===== src/shared/dma_status_pkg.sv =====
/*
  Shared constants and carriers for the DMA channel status view.
  Assumes one 100 MHz clock and a simple strobed register port.
*/
package dma_status_pkg;
  // ---------------------------------------------------------------
  // sizes
  // ---------------------------------------------------------------
  localparam int NUM_CH = 12;
  localparam int NUM_LVL = 4;
  localparam int ADDR_W = 8;
  localparam int DATA_W = 32;
  localparam int CNT_W = 16;
  localparam int ID_W = 5;

  // ---------------------------------------------------------------
  // register map and field positions
  // ---------------------------------------------------------------
  localparam logic [ADDR_W-1:0] OFS_IRQ_SUMMARY = 8'h24;
  localparam logic [ADDR_W-1:0] OFS_BUSY_FLAGS = 8'h28;
  localparam logic [ADDR_W-1:0] OFS_PEND_FLAGS = 8'h2C;
  localparam logic [ADDR_W-1:0] OFS_ACTIVE = 8'h30;
  localparam int POS_COUNT = 16;
  localparam int POS_ACTIVE_BUSY_FLAG = 15;
  localparam int POS_ID = 8;
  localparam int POS_LVL = 0;
  localparam logic [DATA_W-1:0] RST_WORD = 32'h0000_0000;

  // ---------------------------------------------------------------
  // carriers
  // ---------------------------------------------------------------
  typedef struct packed {
    logic [ADDR_W-1:0] addr;
    logic [DATA_W-1:0] wdata;
    logic wr;
    logic rd;
  } reg_req_t;

  typedef struct packed {
    logic [NUM_CH-1:0] start;     // channel begins a transfer
    logic [NUM_CH-1:0] actStart;  // trigger action execution starts
    logic [NUM_CH-1:0] actDone;   // trigger action finished
    logic [NUM_CH-1:0] busErr;
    logic [NUM_CH-1:0] disable_;
    logic [NUM_CH-1:0] request;   // transfer waiting on channel
  } chan_evt_t;

  typedef struct packed {
    logic grant;                  // arbiter grants a new channel
    logic [ID_W-1:0] grantId;
    logic fetchCount;             // count read from write-back memory
    logic [CNT_W-1:0] fetchedCount;
    logic countUpdate;            // engine updates the running count
    logic [CNT_W-1:0] newCount;
    logic wbDone;                 // count written back
  } active_evt_t;

  typedef struct packed {
    logic valid;
    logic [ID_W-1:0] id;
    logic [CNT_W-1:0] count;
  } wb_req_t;

  typedef enum logic [1:0] {ACT_IDLE, ACT_RUN, ACT_WB} act_state_t;
endpackage


===== src/hw/dma_channel_status_view.sv =====
/*
  Read-only status view of a twelve-channel DMA controller: interrupt
  summary, busy and pending flags, active channel snapshot.
  Assumes event inputs are single-cycle pulses from logic on sys_clk.
*/
// Operation
// - summary bit set while channel has any enabled interrupt pending
// - summary bit clears when interrupts disabled or sources cleared
// - busy bit sets when channel starts a transfer
// - busy bit clears on action done, bus error or disable
// - pending bit sets while a transfer waits on channel
// - pending bit clears on action start, bus error or disable
// - unused upper bits of the three flag registers read zero
// - snapshot shows 16-bit remaining count, written back on a grant while a channel is active
// - active busy sets on count fetch, clears after write-back
// - active index takes granted channel number on every grant
// - per-level flag set while a level request executes or pends
module dma_channel_status_view
  import dma_status_pkg::*;
(
  input wire logic sys_clk,
  input wire logic srst,
  input wire reg_req_t regReq,
  output logic [DATA_W-1:0] rdata,
  input wire logic [NUM_CH-1:0] chIrqFlags,
  input wire logic [NUM_CH-1:0] chIrqEnable,
  input wire chan_evt_t chEvt,
  input wire active_evt_t actEvt,
  input wire logic [NUM_LVL-1:0] lvlActive,
  output wb_req_t wbReq
);

  // ---------------------------------------------------------------
  // channel flags
  // ---------------------------------------------------------------
  logic [NUM_CH-1:0] channel_irq_pending_bit_r;
  logic [NUM_CH-1:0] channel_busy_bit_r;
  logic [NUM_CH-1:0] channel_waiting_bit_r;

  // level summary, recomputed every cycle from the sources
  always_ff @(posedge sys_clk) begin
    if (srst) begin
      channel_irq_pending_bit_r <= '0;
    end else begin
      channel_irq_pending_bit_r <= chIrqFlags & chIrqEnable;
    end
  end

  // start wins over a clear in the same cycle so no transfer is lost
  always_ff @(posedge sys_clk) begin
    if (srst) begin
      channel_busy_bit_r <= '0;
    end else begin
      channel_busy_bit_r <= (channel_busy_bit_r
        & ~(chEvt.actDone | chEvt.busErr | chEvt.disable_))
        | chEvt.start;
    end
  end

  // a new request beats a clear only while the channel stays enabled
  always_ff @(posedge sys_clk) begin
    if (srst) begin
      channel_waiting_bit_r <= '0;
    end else begin
      channel_waiting_bit_r <= ((channel_waiting_bit_r
        & ~(chEvt.actStart | chEvt.busErr))
        | chEvt.request)
        & ~chEvt.disable_;
    end
  end

  // ---------------------------------------------------------------
  // active channel snapshot
  // ---------------------------------------------------------------
  logic [CNT_W-1:0] remaining_beat_count_r;
  logic active_busy_flag_r;
  logic [ID_W-1:0] activeId_r;
  logic [NUM_LVL-1:0] level_executing_flag_r;
  act_state_t actState_r;

  always_ff @(posedge sys_clk) begin
    if (srst) begin
      remaining_beat_count_r <= '0;
    end else if (actEvt.fetchCount) begin
      remaining_beat_count_r <= actEvt.fetchedCount;
    end else if (actEvt.countUpdate) begin
      remaining_beat_count_r <= actEvt.newCount;
    end
  end

  always_ff @(posedge sys_clk) begin
    if (srst) begin
      activeId_r <= '0;
    end else if (actEvt.grant) begin
      activeId_r <= actEvt.grantId;
    end
  end

  always_ff @(posedge sys_clk) begin
    if (srst) begin
      level_executing_flag_r <= '0;
    end else begin
      level_executing_flag_r <= lvlActive;
    end
  end

  // write-back request goes out on a grant while a channel is active
  always_ff @(posedge sys_clk) begin
    if (srst) begin
      actState_r <= ACT_IDLE;
      active_busy_flag_r <= 1'b0;
      wbReq <= '0;
    end else begin
      wbReq.valid <= 1'b0;
      case (actState_r)
        ACT_IDLE: begin
          if (actEvt.fetchCount) begin
            active_busy_flag_r <= 1'b1;
            actState_r <= ACT_RUN;
          end
        end
        ACT_RUN: begin
          if (actEvt.grant) begin
            wbReq.valid <= 1'b1;
            wbReq.id <= activeId_r;
            wbReq.count <= remaining_beat_count_r;
            actState_r <= ACT_WB;
          end
        end
        ACT_WB: begin
          if (actEvt.wbDone) begin
            active_busy_flag_r <= 1'b0;
            actState_r <= ACT_IDLE;
          end
        end
        default: begin
          actState_r <= ACT_IDLE;
        end
      endcase
    end
  end

  // ---------------------------------------------------------------
  // register read port; writes are ignored
  // ---------------------------------------------------------------
  logic [DATA_W-1:0] rdNxt;

  always_comb begin
    rdNxt = RST_WORD;
    case (regReq.addr)
      OFS_IRQ_SUMMARY: rdNxt[NUM_CH-1:0] = channel_irq_pending_bit_r;
      OFS_BUSY_FLAGS: rdNxt[NUM_CH-1:0] = channel_busy_bit_r;
      OFS_PEND_FLAGS: rdNxt[NUM_CH-1:0] = channel_waiting_bit_r;
      OFS_ACTIVE: begin
        rdNxt[POS_COUNT +: CNT_W] = remaining_beat_count_r;
        rdNxt[POS_ACTIVE_BUSY_FLAG] = active_busy_flag_r;
        rdNxt[POS_ID +: ID_W] = activeId_r;
        rdNxt[POS_LVL +: NUM_LVL] = level_executing_flag_r;
      end
      default: rdNxt = RST_WORD;
    endcase
  end

  // read data stands only in the cycle after the strobe
  always_ff @(posedge sys_clk) begin
    if (srst) begin
      rdata <= RST_WORD;
    end else if (regReq.rd) begin
      rdata <= rdNxt;
    end else begin
      rdata <= RST_WORD;
    end
  end
endmodule


===== config.mk =====
export PLATFORM = sky130hd
export DESIGN_NAME = dma_channel_status_view
export DESIGN_NICKNAME = d
export VERILOG_FILES = /design/src/shared/dma_status_pkg.sv /design/src/hw/dma_channel_status_view.sv
export SDC_FILE = /design/constraint.sdc
export NUM_CORES = 1
export LEC_CHECK = 0
export BUFFER_PORTS_ARGS = -buffer_cell sky130_fd_sc_hd__buf_4
export CAP_MARGIN = 20
export CORE_MARGIN = 1
export CORE_UTILIZATION = 46
export CTS_BUF_LIST = sky130_fd_sc_hd__clkbuf_4
export DETAILED_ROUTE_END_ITERATION = 10
export PLACE_DENSITY = 0.88
export SLEW_MARGIN = 20
export SYNTH_ARGS = -nofsm -noshare
export SYNTH_HDL_FRONTEND = slang
export SYNTH_SLANG_ARGS = --single-unit

===== constraint.sdc =====
create_clock -name sys_clk -period 1.5 [get_ports sys_clk]
set_input_delay 0.15 -clock sys_clk [delete_from_list [all_inputs] [get_ports sys_clk]]
set_output_delay 0.15 -clock sys_clk [all_outputs]
set_load 0.005 [all_outputs]

==> out/metrics.yaml <==
p_sw_mw: 1.62
dpl_worst_slack_ps: 142
worst_slack_ps: -9.20
status: "complete, but fails checks"
hold_depth: 4
period_minus_slack_ps: 1510
setup_viol: 1
timing.final.hold_violations: 0
p_leak_nw: 3.36
end_kind: "flip-flop"
yosysUniqueCellTypes: 29
yosys.area.top_type: "dfxtp_1"
drt_wl_total_mm: 16.2
drt-pass1-iter-count: 7
drcViolationCount: 0
cts_root_buffer: "clkbuf_4"
stdcell_area_sq_mm: 0.00740
synth-seq-cells: 116
power_frac_seq_pct: 52.4
grt_pass1_vias: 5113
pwr_density_cell_mw_per_mm2: 840
syn-instance-count: 471
fp.dieW_microns: 99.7
required_ps: 1930
core-area_sq_mm: 0.00924
clkSinkCount: 116
insertion_delay_ps: 510
postSynth.asyncResetShare_pct: 0
dp_hpwl_mm: 8.43
crit_type: "in2reg"
peakVddDrop_uv: 539
maxCapViolCount: 0
ctsLongestPathBuffers: 2
comb_power_share_pct: 16.6
finalPower_mw: 6.21
clk_pin_slew_ps: 110
die_y_microns: 99.7
setup_tns_ps: -9.20
post_cts_buffers: 0
yosysWarnings: 0
grt_max_degree: 87
avgSynthCellArea_sq_um: 9.32
dieArea_sq_mm: 0.00994
io_buffers: 203
viasPerCell: 5.17
synth-edff-count: 0
fillers: 523
grt_util_all_layers_pct: 31.9
synth_ff_type: "dfxtp_1"
fmax_ghz: 0.663
place_area_sq_mm: 0.00602
yosys-top-cells-count: "116 x dfxtp_1, 77 x nor2_1, 62 x nand2_1, 44 x a21oi_1, 28 x mux2_2"
dr.first_iter.drc_count: 162
numCtsBuffers: 17
grt-ovfl-total: 0
syn_to_final_growth_pct: 68.4
drive_above_1_share_pct: 35.0
grt_pass1_wl_mm: 23.9
cts_tree: "yes"
start_util_pct: 47.5
synth.most_common_cell: "dfxtp_1"
crit_arrival_ps: 1930
synth_area_sq_mm: 0.00439
fin_nets: 965
ff2ff_setup_slack_ps: 0
std_cell_rows: 35
antenna_left: 0
holdCritPathClass: "in2reg"
antenna_found_initial: 1
slew_viol_final: 0
internal_power_mw: 4.59
ys_top_cells_by_area: "dfxtp_1 53%, mux2_2 7.2%, nor2_1 6.6%"
wl_per_cell_microns: 17.6
synth_top_cell_area_share_pct: 52.9
netSwitchingFraction_pct: 26.0
p_clk_share_pct: 31.0
io_pins: 239
htree_levels: 4
fin_crit_sh_pct: 101
worstRegToRegCells: 4
vias: 4760
violations: "setup timing"
place_congestion: 0.749
critPathLaunchType: "input pin"
ys_seq_area_share_pct: 52.9
crit_path_max_fanout: 2
fin_worst_skew_ps: 23.3
==> final timing paths <==
path                                                    to                   from
worst max-delay path                 channel_busy_bit_r[7]              chEvt[19]
worst min-delay path            remaining_beat_count_r[10]             actEvt[11]
worst max register to register       channel_busy_bit_r[7]  channel_busy_bit_r[7]
worst min register to register                   wbReq[19]          activeId_r[3]
==> sequential cells by signal, summed over array words and instances, names as in the netlist <==
signal / flops
actState_r: 2
activeId_r: 5
channel_busy_bit_r: 12
wbReq: 22
active_busy_flag_r: 1
remaining_beat_count_r: 16
rdata: 30
channel_irq_pending_bit_r: 12
level_executing_flag_r: 4
channel_waiting_bit_r: 12
==> placed cells by master, fill, tap and decap left out, drive strengths merged <==
master,n
mux2i,21
a21oi,44
dlygate4sd3,108
and2,18
dfxtp,116
conb,2
clkbuf,17
mux2,28
o21ai,10
nand2,62
and4,1
inv,2
or3,1
nor2b,8
nor2,77
bufinv,1
and3b,17
diode,1
a22oi,4
clkinv,9
buf,211
nand3b,1
nand4bb,1
nor4b,13
nor3b,1
nand4,1
nor3,13
o21bai,1
clkinvlp,3
==> worst max-delay path, stage by stage <==
cell	delay [ps]
dlygate4sd3_1	570
buf_4	150
nor4b_2	250
nor2_1	60
dlygate4sd3_1	570
nor2_1	190
==> layer usage <==
layer | vias to the layer above | share of wire [%] | global-route usage [%]
met5 | - | 0 | 0
met4 | 0 | 6.0 | 22.9
met3 | 75 | 5.5 | 7.80
met2 | 233 | 55 | 61.6
met1 | 2254 | 34 | 28.6
li1 | 2198 | - | -
==> power groups by stage <==
| stage | clock, mW | sequential [mW] | combinational [mW] |
|---|---|---|---|
| 6_report | 1.92 | 3.26 | 1.03 |
| 5_1_grt | 2.09 | 3.27 | 1.09 |
| 4_1_cts | 1.90 | 3.25 | 0.962 |
| 3_5_place_dp | 0 | 3.32 | 0.719 |
| 3_3_place_gp | 0 | 3.31 | 0.692 |
| 2_1_floorplan | 0 | 3.30 | 0.325 |
==> final cells by class <==
class | instances | area, sq um | share of cell area, %
repair buffers | 319 | 2690 | 36.4
flip-flops and latches | 116 | 2320 | 31.4
multi-input cells | 324 | 1990 | 26.9
well taps | 129 | 161 | 2.18
clock buffers | 17 | 128 | 1.73
clock inverters | 13 | 95.1 | 1.29
inverters | 2 | 7.51 | 0.102
diodes | 1 | 2.50 | 0.0338
==> kinds of logic (layout without fill, tap and decap cells) <==
logic type,after synthesis,in the layout,synth area share (%)
compound gates,59,59,7.01
mux,49,49,12.0
simple gates,214,214,24.5
flops,116,116,52.9
buf+inv,32,351,3.59
other cells,1,3,0.0854
==> repair_timing <==
action / CTS / global route
hold buffers: 111 / 0
hold endpoints to repair: 67 / 0
resized for setup: 0 / 11
endpoints found under the setup margin: 0 / 12
==> metrics by stage <==
stage                     cells  hold slack (ps)  utilization [%]
final                       921             30.7             80.0
after global routing        921             17.8             80.0
after CTS                   923             1.42             79.5
after global placement      782              325             65.1
after detailed placement    782              328             65.1
after floorplan             472              229                -
Note: power is estimated with default switching activity, not from simulation.
